===== src/imsc_pkg.sv =====
// Shared constants for the two-wire master sequence control block
package imsc_pkg;

  // Register indexes; byte address is four times the index
  localparam logic [4:0] IMSC_IDX_MODE  = 5'h10;  // Mode select
  localparam logic [4:0] IMSC_IDX_BUF   = 5'h11;  // Transmit/receive buffer
  localparam logic [4:0] IMSC_IDX_CTRL2 = 5'h12;  // Second control register
  localparam logic [4:0] IMSC_IDX_STAT  = 5'h13;  // Engine status
  localparam logic [4:0] IMSC_IDX_IRQ   = 5'h14;  // Sticky event flags
  localparam logic [4:0] IMSC_IDX_MASK  = 5'h15;  // Event mask

  // Bit positions in the second control register
  localparam int IMSC_B_GENERAL_CALL_ENABLE    = 7;  // General call enable
  localparam int IMSC_B_ACK_STATUS = 6;  // Acknowledge status
  localparam int IMSC_B_ACK_DATA_VALUE   = 5;  // Acknowledge data value
  localparam int IMSC_B_ACK_SEQUENCE_ENABLE   = 4;  // Acknowledge sequence enable
  localparam int IMSC_B_RECEIVE_ENABLE    = 3;  // Receive enable
  localparam int IMSC_B_PEN     = 2;  // Stop enable
  localparam int IMSC_B_REPEATED_START_ENABLE    = 1;  // Repeated start enable
  localparam int IMSC_B_SEN     = 0;  // Start enable

  localparam logic [7:0] IMSC_CTRL2_RST = 8'h00;  // Power-on value
  localparam logic [4:0] IMSC_SEQ_ZERO  = 5'h00;  // No sequence bit set
  localparam logic [7:0] IMSC_GC_ADDR   = 8'h00;  // General call address byte
  localparam logic [7:0] IMSC_BYTE_ZERO = 8'h00;  // Cleared byte

  // Event flag positions
  localparam int IMSC_IRQ_DONE = 0;  // Master sequence finished
  localparam int IMSC_IRQ_GC   = 1;  // General call address seen
  localparam int IMSC_IRQ_NACK = 2;  // Slave did not acknowledge
  localparam int IMSC_IRQ_W    = 3;  // Number of event flags

  // Bus timing
  localparam int IMSC_CLK_NS    = 100;    // System clock period
  localparam int IMSC_SCL_NS    = 10000;  // Serial clock period
  localparam int IMSC_QTR_CYC   = IMSC_SCL_NS / 4 / IMSC_CLK_NS;  // Quarter bit, rounded down
  localparam logic [2:0] IMSC_LAST_BIT = 3'h7;  // Last bit of a byte

  // Quarter phases of one bus slot
  localparam logic [1:0] IMSC_PH_LOW  = 2'h0;  // Clock low, data set
  localparam logic [1:0] IMSC_PH_RISE = 2'h1;  // Clock released
  localparam logic [1:0] IMSC_PH_HIGH = 2'h2;  // Clock high, data sampled
  localparam logic [1:0] IMSC_PH_FALL = 2'h3;  // Clock pulled low

  // Master engine states
  typedef enum logic [2:0] {
    IMSC_IDLE, IMSC_START, IMSC_RSTART, IMSC_STOP,
    IMSC_TX, IMSC_TXACK, IMSC_RX, IMSC_ACK
  } imsc_state_t;

endpackage


===== src/imsc_sync.sv =====
// Two-flop synchroniser for bus pins
`timescale 1ns/1ns
module imsc_sync #(
  parameter int W = 2
) (
  input  wire logic         sys_clk,
  input  wire logic         rst,
  input  wire logic [W-1:0] async_in,
  output logic      [W-1:0] sync_out
);

  logic [W-1:0] meta_q;  // First stage, read only by second stage

  // One chain per bit; idle bus reads high
  for (genvar i = 0; i < W; i++) begin : g_bit
    always_ff @(posedge sys_clk) begin
      if (rst) begin
        meta_q[i]   <= 1'b1;
        sync_out[i] <= 1'b1;
      end else begin
        meta_q[i]   <= async_in[i];
        sync_out[i] <= meta_q[i];
      end
    end
  end

endmodule


===== src/imsc_top.sv =====
// Two-wire master sequence control with Avalon-MM registers
`timescale 1ns/1ns
module imsc_top
  import imsc_pkg::*;
#(
  parameter int QTR_CYC = IMSC_QTR_CYC,  // System clocks per quarter bit
  parameter int AW      = 5               // Word address width
) (
  input  wire logic          sys_clk,
  input  wire logic          rst,
  input  wire logic [AW-1:0] avs_address,
  input  wire logic          avs_read,
  input  wire logic          avs_write,
  input  wire logic [31:0]   avs_writedata,
  output logic      [31:0]   avs_readdata,
  output logic               avs_waitrequest,
  output logic               irq,
  input  wire logic          scl_i,
  output logic               scl_o,
  output logic               scl_oe,
  input  wire logic          sda_i,
  output logic               sda_o,
  output logic               sda_oe
);

  //////////////////////////////////////////////////////////////////////////////
  // Pin synchronisers
  logic [1:0] pins_s;  // {scl, sda} after two flops
  logic       scl_s;   // Synchronised clock line
  logic       sda_s;   // Synchronised data line

  imsc_sync #(.W(2)) u_sync (
    .sys_clk  (sys_clk),
    .rst      (rst),
    .async_in ({scl_i, sda_i}),
    .sync_out (pins_s)
  );
  assign scl_s = pins_s[1];
  assign sda_s = pins_s[0];

  //////////////////////////////////////////////////////////////////////////////
  // State
  logic [7:0]             ctrl2_q;     // Second control register
  logic                   master_q;    // Mode: 1 master, 0 slave
  logic [7:0]             buf_q;       // Transmit/receive buffer
  logic                   tx_go_q;     // Buffer written, byte pending
  logic [IMSC_IRQ_W-1:0]  irq_st_q;    // Sticky events
  logic [IMSC_IRQ_W-1:0]  irq_mask_q;  // Event mask
  imsc_state_t            st_q;        // Master engine state
  logic [15:0]            qcnt_q;      // Quarter-bit counter
  logic [1:0]             ph_q;        // Quarter phase
  logic [2:0]             bitn_q;      // Bit within byte
  logic [7:0]             sh_q;        // Master shift register
  logic                   samp_q;      // Data sampled at high phase
  logic                   scl_low_q;   // Drive clock low
  logic                   sda_low_q;   // Drive data low
  logic                   lvl_q;       // Driven level, always low
  logic                   scl_p_q;     // Previous clock sample
  logic                   sda_p_q;     // Previous data sample
  logic                   sl_act_q;    // Slave address byte in progress
  logic [2:0]             sl_cnt_q;    // Slave bit count
  logic [6:0]             sl_sh_q;     // Slave address shift

  //////////////////////////////////////////////////////////////////////////////
  // Register decode
  wire        wr_acc   = avs_write & ~avs_waitrequest;
  wire        sel_mode = (avs_address == IMSC_IDX_MODE);
  wire        sel_buf  = (avs_address == IMSC_IDX_BUF);
  wire        sel_ctl  = (avs_address == IMSC_IDX_CTRL2);
  wire        sel_stat = (avs_address == IMSC_IDX_STAT);
  wire        sel_irq  = (avs_address == IMSC_IDX_IRQ);
  wire        sel_mask = (avs_address == IMSC_IDX_MASK);
  wire        idle     = (st_q == IMSC_IDLE);
  wire [7:0]  wdat     = avs_writedata[7:0];
  wire [4:0]  wseq     = wdat[IMSC_B_ACK_SEQUENCE_ENABLE:IMSC_B_SEN];
  // Only the highest-priority request bit is kept, nothing is queued
  wire [4:0]  wseq_one = wseq & (5'h00 - wseq);
  wire        seq_ok   = idle & master_q;

  // Read mux; unmapped indexes read zero
  wire [7:0]  rd_byte  = sel_mode ? {7'h00, master_q} :
                         sel_buf  ? buf_q :
                         sel_ctl  ? ctrl2_q :
                         sel_stat ? {6'h00, sl_act_q, idle} :
                         sel_irq  ? {5'h00, irq_st_q} :
                         sel_mask ? {5'h00, irq_mask_q} : IMSC_BYTE_ZERO;

  //////////////////////////////////////////////////////////////////////////////
  // Engine timing
  wire stretch = (ph_q == IMSC_PH_RISE) & ~scl_s & ~idle;  // Slave holds clock
  wire tick    = ~idle & ~stretch & (qcnt_q == 16'(QTR_CYC - 1));
  wire slot_end = tick & (ph_q == IMSC_PH_FALL);
  wire samp_now = tick & (ph_q == IMSC_PH_HIGH);
  wire last_bit = (bitn_q == IMSC_LAST_BIT);

  // Launch decisions from idle, in master mode only
  wire go_sen  = idle & master_q & ctrl2_q[IMSC_B_SEN];
  wire go_repeated_start_enable = idle & master_q & ctrl2_q[IMSC_B_REPEATED_START_ENABLE];
  wire go_pen  = idle & master_q & ctrl2_q[IMSC_B_PEN];
  wire go_receive_enable = idle & master_q & ctrl2_q[IMSC_B_RECEIVE_ENABLE];
  wire go_ack  = idle & master_q & ctrl2_q[IMSC_B_ACK_SEQUENCE_ENABLE];
  wire go_tx   = idle & master_q & tx_go_q;

  // Finishing events
  wire fin_any  = slot_end & ((st_q == IMSC_START) | (st_q == IMSC_RSTART) |
                              (st_q == IMSC_STOP) | (st_q == IMSC_ACK) |
                              (st_q == IMSC_TXACK) | ((st_q == IMSC_RX) & last_bit));
  wire fin_rx   = slot_end & (st_q == IMSC_RX) & last_bit;
  wire fin_txak = slot_end & (st_q == IMSC_TXACK);
  wire nack_ev  = fin_txak & samp_q;

  //////////////////////////////////////////////////////////////////////////////
  // Pin drive table per state and phase
  wire ph_lo   = (ph_q == IMSC_PH_LOW);
  wire ph_late = (ph_q == IMSC_PH_HIGH) | (ph_q == IMSC_PH_FALL);
  wire bit_val = (st_q == IMSC_TX)  ? sh_q[7] :
                 (st_q == IMSC_ACK) ? ctrl2_q[IMSC_B_ACK_DATA_VALUE] : 1'b1;
  wire scl_low_d =
      (st_q == IMSC_START)  ? (ph_q == IMSC_PH_FALL) :
      (st_q == IMSC_RSTART) ? (ph_lo | (ph_q == IMSC_PH_FALL)) :
      (st_q == IMSC_STOP)   ? ph_lo :
      (st_q == IMSC_IDLE)   ? (scl_low_q & master_q) :
                              (ph_lo | (ph_q == IMSC_PH_FALL));
  wire sda_low_d =
      (st_q == IMSC_START)  ? ph_late :
      (st_q == IMSC_RSTART) ? ph_late :
      (st_q == IMSC_STOP)   ? ~ph_late :
      (st_q == IMSC_IDLE)   ? (sda_low_q & master_q) :
                              ~bit_val;

  //////////////////////////////////////////////////////////////////////////////
  // Slave address watcher
  wire start_seen = scl_s & sda_p_q & ~sda_s;
  wire scl_rise   = scl_s & ~scl_p_q;
  wire sl_byte    = sl_act_q & scl_rise & (sl_cnt_q == IMSC_LAST_BIT);
  wire gc_ev      = ~master_q & ctrl2_q[IMSC_B_GENERAL_CALL_ENABLE] & sl_byte &
                    ({sl_sh_q, sda_s} == IMSC_GC_ADDR);

  //////////////////////////////////////////////////////////////////////////////
  // Bus handshake: one wait cycle, then answer
  always_ff @(posedge sys_clk) begin
    if (rst) begin
      avs_waitrequest <= 1'b1;
      avs_readdata    <= 32'h0000_0000;
    end else if ((avs_read | avs_write) & avs_waitrequest) begin
      avs_waitrequest <= 1'b0;
      avs_readdata    <= {24'h00_0000, rd_byte};
    end else begin
      avs_waitrequest <= 1'b1;
    end
  end

  // Mode and mask registers
  always_ff @(posedge sys_clk) begin
    if (rst) begin
      master_q   <= 1'b0;
      irq_mask_q <= '0;
    end else begin
      if (wr_acc & sel_mode) master_q <= wdat[0];
      if (wr_acc & sel_mask) irq_mask_q <= wdat[IMSC_IRQ_W-1:0];
    end
  end

  // Second control register: software writes, hardware clears
  always_ff @(posedge sys_clk) begin
    if (rst) begin
      ctrl2_q <= IMSC_CTRL2_RST;
    end else begin
      if (wr_acc & sel_ctl) begin
        ctrl2_q[7:5] <= wdat[7:5];
        if (seq_ok) begin
          ctrl2_q[IMSC_B_ACK_SEQUENCE_ENABLE:IMSC_B_SEN] <= wseq_one;
        end
      end
      // Hardware clears the request bit once its sequence is done
      if (slot_end & (st_q != IMSC_TX) & (st_q != IMSC_TXACK) &
          ((st_q != IMSC_RX) | last_bit)) begin
        ctrl2_q[IMSC_B_ACK_SEQUENCE_ENABLE:IMSC_B_SEN] <= IMSC_SEQ_ZERO;
      end
      // Acknowledge result from the slave; hardware wins over software
      if (fin_txak) begin
        ctrl2_q[IMSC_B_ACK_STATUS] <= samp_q;
      end
    end
  end

  // Buffer: written by software when idle, loaded by a received byte
  always_ff @(posedge sys_clk) begin
    if (rst) begin
      buf_q   <= IMSC_BYTE_ZERO;
      tx_go_q <= 1'b0;
    end else begin
      if (wr_acc & sel_buf & idle) begin
        buf_q   <= wdat;
        tx_go_q <= master_q;
      end else if (go_tx & ~go_sen & ~go_repeated_start_enable & ~go_pen & ~go_receive_enable & ~go_ack) begin
        tx_go_q <= 1'b0;
      end
      if (fin_rx) buf_q <= sh_q;
    end
  end

  //////////////////////////////////////////////////////////////////////////////
  // Master engine state
  always_ff @(posedge sys_clk) begin
    if (rst) begin
      st_q   <= IMSC_IDLE;
      bitn_q <= 3'h0;
    end else if (idle) begin
      bitn_q <= 3'h0;
      if (go_sen)       st_q <= IMSC_START;
      else if (go_repeated_start_enable) st_q <= IMSC_RSTART;
      else if (go_pen)  st_q <= IMSC_STOP;
      else if (go_receive_enable) st_q <= IMSC_RX;
      else if (go_ack)  st_q <= IMSC_ACK;
      else if (go_tx)   st_q <= IMSC_TX;
    end else if (slot_end) begin
      unique case (st_q)
        IMSC_TX: begin
          bitn_q <= bitn_q + 3'h1;
          if (last_bit) st_q <= IMSC_TXACK;
        end
        IMSC_RX: begin
          bitn_q <= bitn_q + 3'h1;
          if (last_bit) st_q <= IMSC_IDLE;
        end
        default: begin
          st_q <= IMSC_IDLE;
        end
      endcase
    end
  end

  // Quarter counter and phase
  always_ff @(posedge sys_clk) begin
    if (rst | idle) begin
      qcnt_q <= 16'h0000;
      ph_q   <= IMSC_PH_LOW;
    end else if (tick) begin
      qcnt_q <= 16'h0000;
      ph_q   <= ph_q + 2'h1;
    end else if (!stretch) begin
      qcnt_q <= qcnt_q + 16'h0001;
    end
  end

  // Shift register and data sample
  always_ff @(posedge sys_clk) begin
    if (rst) begin
      sh_q   <= IMSC_BYTE_ZERO;
      samp_q <= 1'b1;
    end else if (go_tx & idle) begin
      sh_q <= buf_q;
    end else begin
      if (samp_now) samp_q <= sda_s;
      if (samp_now & (st_q == IMSC_RX)) sh_q <= {sh_q[6:0], sda_s};
      if (slot_end & (st_q == IMSC_TX)) sh_q <= {sh_q[6:0], 1'b0};
    end
  end

  // Registered pin drive; enables high while pulling low
  always_ff @(posedge sys_clk) begin
    if (rst) begin
      scl_low_q <= 1'b0;
      sda_low_q <= 1'b0;
      lvl_q     <= 1'b0;
    end else begin
      scl_low_q <= scl_low_d;
      sda_low_q <= sda_low_d;
      lvl_q     <= 1'b0;
    end
  end
  assign scl_oe = scl_low_q;
  assign sda_oe = sda_low_q;
  assign scl_o  = lvl_q;
  assign sda_o  = lvl_q;

  //////////////////////////////////////////////////////////////////////////////
  // Slave address watcher state
  always_ff @(posedge sys_clk) begin
    if (rst) begin
      scl_p_q  <= 1'b1;
      sda_p_q  <= 1'b1;
      sl_act_q <= 1'b0;
      sl_cnt_q <= 3'h0;
      sl_sh_q  <= 7'h00;
    end else begin
      scl_p_q <= scl_s;
      sda_p_q <= sda_s;
      if (master_q) begin
        sl_act_q <= 1'b0;
      end else if (start_seen) begin
        sl_act_q <= 1'b1;
        sl_cnt_q <= 3'h0;
      end else if (sl_act_q & scl_rise) begin
        sl_sh_q  <= {sl_sh_q[5:0], sda_s};
        sl_cnt_q <= sl_cnt_q + 3'h1;
        if (sl_byte) sl_act_q <= 1'b0;
      end
    end
  end

  //////////////////////////////////////////////////////////////////////////////
  // Sticky events: set wins over write-one-to-clear
  wire [IMSC_IRQ_W-1:0] ev_set = {nack_ev, gc_ev, fin_any};
  wire [IMSC_IRQ_W-1:0] ev_clr = (wr_acc & sel_irq) ? wdat[IMSC_IRQ_W-1:0] : '0;

  always_ff @(posedge sys_clk) begin
    if (rst) begin
      irq_st_q <= '0;
      irq      <= 1'b0;
    end else begin
      irq_st_q <= (irq_st_q & ~ev_clr) | ev_set;
      irq      <= |(((irq_st_q & ~ev_clr) | ev_set) & irq_mask_q);
    end
  end

endmodule


===== config.mk =====
export PLATFORM = sky130hd
export DESIGN_NAME = imsc_top
export DESIGN_NICKNAME = d
export VERILOG_FILES = /design/src/imsc_pkg.sv /design/src/imsc_sync.sv /design/src/imsc_top.sv
export SDC_FILE = /design/constraint.sdc
export NUM_CORES = 1
export LEC_CHECK = 0
export ABC_AREA = 1
export BUFFER_PORTS_ARGS = -buffer_cell sky130_fd_sc_hd__buf_2
export CORE_MARGIN = 3
export CORE_UTILIZATION = 53
export CTS_BUF_LIST = sky130_fd_sc_hd__clkbuf_8
export CTS_CLUSTER_SIZE = 30
export DETAILED_ROUTE_END_ITERATION = 6
export PLACE_DENSITY = 0.8
export SKIP_LAST_GASP = 1
export SLEW_MARGIN = 20
export SYNTH_ARGS = -nofsm -noshare
export SYNTH_HDL_FRONTEND = slang
export SYNTH_HIERARCHICAL = 1
export SYNTH_SLANG_ARGS = --single-unit

===== constraint.sdc =====
create_clock -name sys_clk -period 1.45 [get_ports sys_clk]
set_input_delay 0.145 -clock sys_clk [delete_from_list [all_inputs] [get_ports sys_clk]]
set_output_delay 0.145 -clock sys_clk [all_outputs]
set_load 0.05 [all_outputs]

Word-level counts from Yosys, hierarchy flattened
Index checks and enable logic that the tools add are counted.
- word-level logic and storage cells: 204
- bits in registers: 86
- bitwise gates (word level): 79
- reduce and logical (&&, ||, !) cells: 23
- mux-type cells: 44
- add/sub/neg operators: 5
- eq/ne operators: 25
- operators with widths (operator ; count):
    $mux W8 ; 8
    $and A1 B1 Y1 ; 48
    $mux W3 ; 16
    $eq A5 B5 Y1 const B ; 6
    $eq A3 B3 Y1 const B ; 6
    $mux W1 ; 17
    $add A16 B1 Y16 const B ; 1
    $eq A16 B5 Y1 const B ; 1
    $not A1 Y1 ; 16
    $ne A3 B3 Y1 const B ; 5
    $reduce_bool A2 Y1 ; 6
    $or A1 B1 Y1 ; 10
    $reduce_and A2 Y1 ; 5
    $reduce_or A2 Y1 ; 5
    $logic_not A8 Y1 ; 1
    $mux W7 ; 1
    $ne A7 B1 Y1 const B ; 1
    $add A3 B1 Y3 const B ; 2
    $and A3 B3 Y3 ; 2
    $eq A3 B2 Y1 const B ; 2
    $pmux W3 S2 ; 1
    $and A5 B5 Y5 ; 1
    $mux W5 ; 1
    $sub A1 B5 Y5 const A ; 1
    other kinds (12) ; 13

Longest topological paths before layout
- word-level depth: 12
- mapped depth: 13
- depth with buffers taken out: 12

Modules after synthesis
Netlist, hierarchy kept.
- modules (own cells, without submodules) (module ; times used ; area each (um^2) ; cells each ; sequential area each (um^2)):
    imsc_top ; 1 ; 4596.9 ; 675 ; 1641.6
    imsc_sync ; 1 ; 116.4 ; 13 ; 80.1

Least setup slack after synthesis
No wires, ideal clock.
- path type: register to register
- start point: register avs_waitrequest
- end point: register buf_q[3]
- required time: 1337 ps
- library setup time: 113 ps
- data arrival time: 1552 ps
- slack: -215 ps
- stages on the path, launching flop included: 10
- cell sequence: dfxtp_1 nor2_1 inv_1 nor3_4 buf_4 o21ai_1 inv_1 nand2_1 nand2_1 nor2_1
- word-level cells in the longest chain between the ends: 5
- ends and longest elaborated chain (item ; line ; text):
    start, declared ; imsc_top.sv:16 ; output logic avs_waitrequest,
    start signal, assigned ; imsc_top.sv:143 ; avs_waitrequest <= 1'b1;
    start signal, assigned ; imsc_top.sv:146 ; avs_waitrequest <= 1'b0;
    start signal, assigned ; imsc_top.sv:149 ; avs_waitrequest <= 1'b1;
    $not A1 Y1 ; imsc_top.sv:66 ; wire wr_acc = avs_write & ~avs_waitrequest;
    $and A1 B1 Y1 ; imsc_top.sv:66 ;
    $and A1 B1 Y1 (2 in series) ; imsc_top.sv:193 ; if (wr_acc & sel_buf & idle) begin
    $reduce_bool A2 Y1 (no source line) ; - ;
    end signal, assigned ; imsc_top.sv:194 ; buf_q <= wdat;
    end signal, assigned ; imsc_top.sv:199 ; if (fin_rx) buf_q <= sh_q;
    end, declared ; imsc_top.sv:45 ; logic [7:0] buf_q;
No other way between the ends.
A chain may end at the register's enable or synchronous reset.

Final worst setup path
- start point: register st_q[1]
- end point: register sh_q[1]
- word-level cells in the longest chain between the ends: 10
- ends and longest elaborated chain (item ; line ; text):
    start, declared ; imsc_top.sv:49 ; imsc_state_t st_q;
    start signal, assigned ; imsc_top.sv:207 ; st_q <= IMSC_IDLE;
    start signal, assigned ; imsc_top.sv:211 ; if (go_sen) st_q <= IMSC_START;
    start signal, assigned ; imsc_top.sv:212 ; else if (go_repeated_start_enable) st_q <= IMSC_RSTART;
    $logic_not A3 Y1 ; imsc_top.sv:73 ; wire idle = (st_q == IMSC_IDLE);
    $not A1 Y1 ; imsc_top.sv:90, imsc_top.sv:91 ;
    $and A1 B1 Y1 ; imsc_top.sv:90 ; wire stretch = (ph_q == IMSC_PH_RISE) & ~scl_s & ~idle;
    $not A1 Y1 ; imsc_top.sv:91 ; wire tick = ~idle & ~stretch & (qcnt_q == 16'(QTR_CYC - 1));
    $and A1 B1 Y1 (2 in series) ; imsc_top.sv:91 ;
    $and A1 B1 Y1 ; imsc_top.sv:92 ; wire slot_end = tick & (ph_q == IMSC_PH_FALL);
    $and A1 B1 Y1 ; imsc_top.sv:257 ; if (slot_end & (st_q == IMSC_TX)) sh_q <= {sh_q[6:0], 1'b0};
    $mux W8 ; imsc_top.sv:257 ;
    $mux W8 ; imsc_top.sv:252 ; end else if (go_tx & idle) begin
    end signal, assigned ; imsc_top.sv:253 ; sh_q <= buf_q;
    end signal, assigned ; imsc_top.sv:256 ; if (samp_now & (st_q == IMSC_RX)) sh_q <= {sh_q[6:0], sda_s};
    end signal, assigned ; imsc_top.sv:257 ;
    end, declared ; imsc_top.sv:53 ; logic [7:0] sh_q;
Several ways; a longest one is shown, not always the timed one.

==> impl_metrics.tcl <==
set metrics [dict create \
    stdcell_count 917 \
    rsz0062_at_grt "true" \
    finalClockSkew_ns 0.0182 \
    cp_max_fo 8 \
    rows 33 \
    gp_congestion 0.942 \
    fin_ws_ns -0.324 \
    cts_tree "done" \
    cap_violations 0 \
    peakVddDrop_mv 0.644 \
    yosys_warnings 6 \
    powerDensity_mw_per_mm2 957 \
    num_antenna_cells 0 \
    comb_power_share 0.280 \
    required_ns 1.78 \
    fillCellCount 518 \
    antenna_found_initial 0 \
    dieArea_sq_mm 0.0101 \
    finalCriticalPeriod_ns 1.77 \
    path_class "register to register" \
    finalHoldViolCount 0 \
    place_hpwl_um 8660 \
    layout_common_cells "125 x nand2_1, 73 x nor2_1, 72 x dfxtp_1" \
    power.switching_mw 2.17 \
    syn_avg_cell_area_sq_um 6.85 \
    drtIter0Drc 731 \
    cts_buffer_depth 2 \
    syn_area_sq_mm 0.00471 \
    cts.sink_count 86 \
    insertion_delay_ns 0.38 \
    synth_area_leader_cell "dfxtp_1" \
    synthDistinctLibCells 42 \
    via_per_inst 5.91 \
    grt_pass1_wl_um 20700 \
    start_util 0.560 \
    vias 5423 \
    crit_path_end "sh_q[1]" \
    pwr-share-seq 0.402 \
    status "finished with violations" \
    core_sq_mm 0.00842 \
    routed_wl_um 17000 \
    r2r_cells 10 \
    failed_checks "negative setup slack" \
    synth.area.top_cells "dfxtp_1 37%, nand2_1 12%, nor2_1 7.3%, a21oi_1 6.7%, inv_1 6.3%" \
    drv_slew 0 \
    rr_endpoint "sh_q[1]" \
    grt_overflow 0 \
    grt_pass1_vias 4526 \
    fin_crit_sh 1.22 \
    power.leakage_nw 2.81 \
    hold-worst-slack_ns 0.0602 \
    end_kind "register" \
    die_h_um 100 \
    setup_viol 55 \
    cts_root_buffer "clkbuf_8" \
    dieWidth_um 100 \
    clkTransAtPathRegs_ns 0.10 \
    dr.pass1.iters 6 \
    layout_commonest_cell "nand2_1" \
    register_area_sq_mm 0.00174 \
    setup-tns-final_ns -11.92 \
    tightest_slew_ns 0.567 \
    syn_inst 688 \
    clkPwrFrac 0.318 \
    ff2ff_setup_slack_ns -0.32 \
    cellInternalPower_mw 4.00 \
    wl_per_cell_um 18.6 \
    cp.arrival_ns 2.10 \
    cts_buffers 9 \
    r2r-start "st_q[1]" \
    grt_usage 0.257 \
    multiInputGateArea_sq_mm 0.00301 \
    startpoint "st_q[1]" \
    synth.ff_latch_count 86 \
    relSlewSlack 0.622 \
    synth_top_area_frac 0.365 \
    drc 0 \
    startpoint_type "register" \
    drtAntennaViolNets 0 \
    fmax_mhz 564 \
    worstHoldStart "avs_writedata[7]" \
    final_nets 860 \
    ios 81 \
    grt_max_degree 20 \
    area_growth_pct 36.8 \
    portBuffers 30 \
    hp-class "input port to register" \
    dp.cells 877 \
    cts-htree-levels 3 \
    ys_seq_area_frac 0.365 \
    drive_above_1_share 0.379 \
    switching_share 0.352 \
]
-- flip-flops by register name, indices dropped and copies added (netlist names), 2 cells and up --
register / count
avs_readdata: 8
bitn_q: 3
buf_q: 8
ctrl2_q: 8
irq_mask_q: 3
irq_st_q: 3
ph_q: 2
qcnt_q: 16
sh_q: 8
sl_cnt_q: 3
sl_sh_q: 7
st_q: 3
u_sync/meta_q: 2
u_sync/sync_out: 2
-- metrics by stage --
stage           util  setup WS, ns  area, sq um  total power [mW]
2_1_floorplan      -       -0.0362         4890              3.47
3_3_place_gp   0.645       -0.0867         5440              3.73
3_5_place_dp   0.645        -0.127         5440              3.77
4_1_cts        0.699        -0.104         5890              5.80
5_1_grt        0.765        -0.367         6450              6.35
6_report       0.765        -0.324         6450              6.17
-- cells by family (layout without fill, tap and decap cells) --
logic type | Yosys count | count (layout) | share of synthesized area
simple gates | 322 | 324 | 0.322
buf+inv | 137 | 234 | 0.136
compound gates | 127 | 127 | 0.140
flops | 86 | 86 | 0.365
fa+ha+maj | 10 | 10 | 0.0265
xor+xnor | 5 | 5 | 0.00929
other cells | 1 | 26 | 0.000796
-- power groups by stage --
stage	registers, mW	logic (mW)	clock network [mW]
finish	2.48	1.73	1.96
global route	2.48	1.80	2.06
CTS	2.47	1.39	1.94
detailed placement	2.53	1.24	0
global placement	2.52	1.21	0
floorplan	2.62	0.849	0
-- repair_timing --
item	4_1_cts	5_1_grt
cloned	2	3
hold buffers	2	0
pin swaps	20	43
endpoints found under the setup margin	46	55
setup buffers	6	12
hold endpoints to repair	2	0
gates resized for setup	40	126
-- layout make-up --
type,count,area share
well taps,105,0.0204
clock buffers,9,0.0192
repair buffers,119,0.145
multi-input cells,492,0.466
repair inverters,1,0.00116
clock inverters,7,0.0157
inverters,98,0.0621
flip-flops and latches,86,0.271
-- layer usage --
metal	vias to the layer above	GRT usage	wire, um	share of wire
met5	-	0	0	0
met4	0	0.139	1160	0.068
met3	142	0.0612	1930	0.11
met2	445	0.416	7960	0.47
met1	2442	0.313	5980	0.35
li1	2394	-	-	-
-- cells in the mapped netlist --
| master | number |
|---|---|
| a21oi_1 | 63 |
| a31oi_1 | 4 |
| and2_1 | 2 |
| and3_1 | 1 |
| buf_2 | 4 |
| buf_4 | 29 |
| buf_6 | 2 |
| clkbuf_1 | 4 |
| clkinv_1 | 3 |
| conb_1 | 1 |
| dfxtp_1 | 86 |
| ha_1 | 10 |
| inv_1 | 79 |
| inv_2 | 16 |
| nand2_1 | 145 |
| nand2_2 | 4 |
| nand2_4 | 3 |
| nand2_8 | 1 |
| nand3_1 | 24 |
| nand3_2 | 4 |
| nand3_4 | 1 |
| nand3b_1 | 2 |
| nand4_1 | 10 |
| nand4_2 | 2 |
| nor2_1 | 92 |
| nor2_2 | 7 |
| nor2_4 | 6 |
| nor2_8 | 2 |
| nor3_1 | 11 |
| nor3_4 | 1 |
| nor3b_1 | 1 |
| nor4_1 | 1 |
| o211ai_1 | 1 |
| o21a_1 | 2 |
| o21ai_0 | 35 |
| o21ai_1 | 15 |
| o22ai_1 | 6 |
| o311ai_0 | 1 |
| or2_0 | 1 |
| or2_1 | 1 |
| xnor2_1 | 2 |
| xor2_1 | 3 |
-- worst min-delay path by stage --
stage	cells after the start	slack, ns	endpoint
floorplan	2	0.24	u_sync/meta_q[0]
global placement	3	0.32	u_sync/meta_q[0]
detailed placement	3	0.33	u_sync/meta_q[1]
CTS	3	0.05	ctrl2_q[7]
global route	3	0.08	ctrl2_q[2]
finish	3	0.06	ctrl2_q[7]
-- worst max-delay path, cell delays in order (launching register included) --
cell and delay, ns:
dfxtp_4 0.38, nor2_4 0.18, nand2_8 0.15, nor2_8 0.25, nand2_8 0.13, buf_12 0.18
nor2_2 0.15, a21oi_2 0.07, nand2_2 0.08, nand2_1 0.06, nor2_1 0.09
Note: power is estimated with default switching activity, not from simulation.
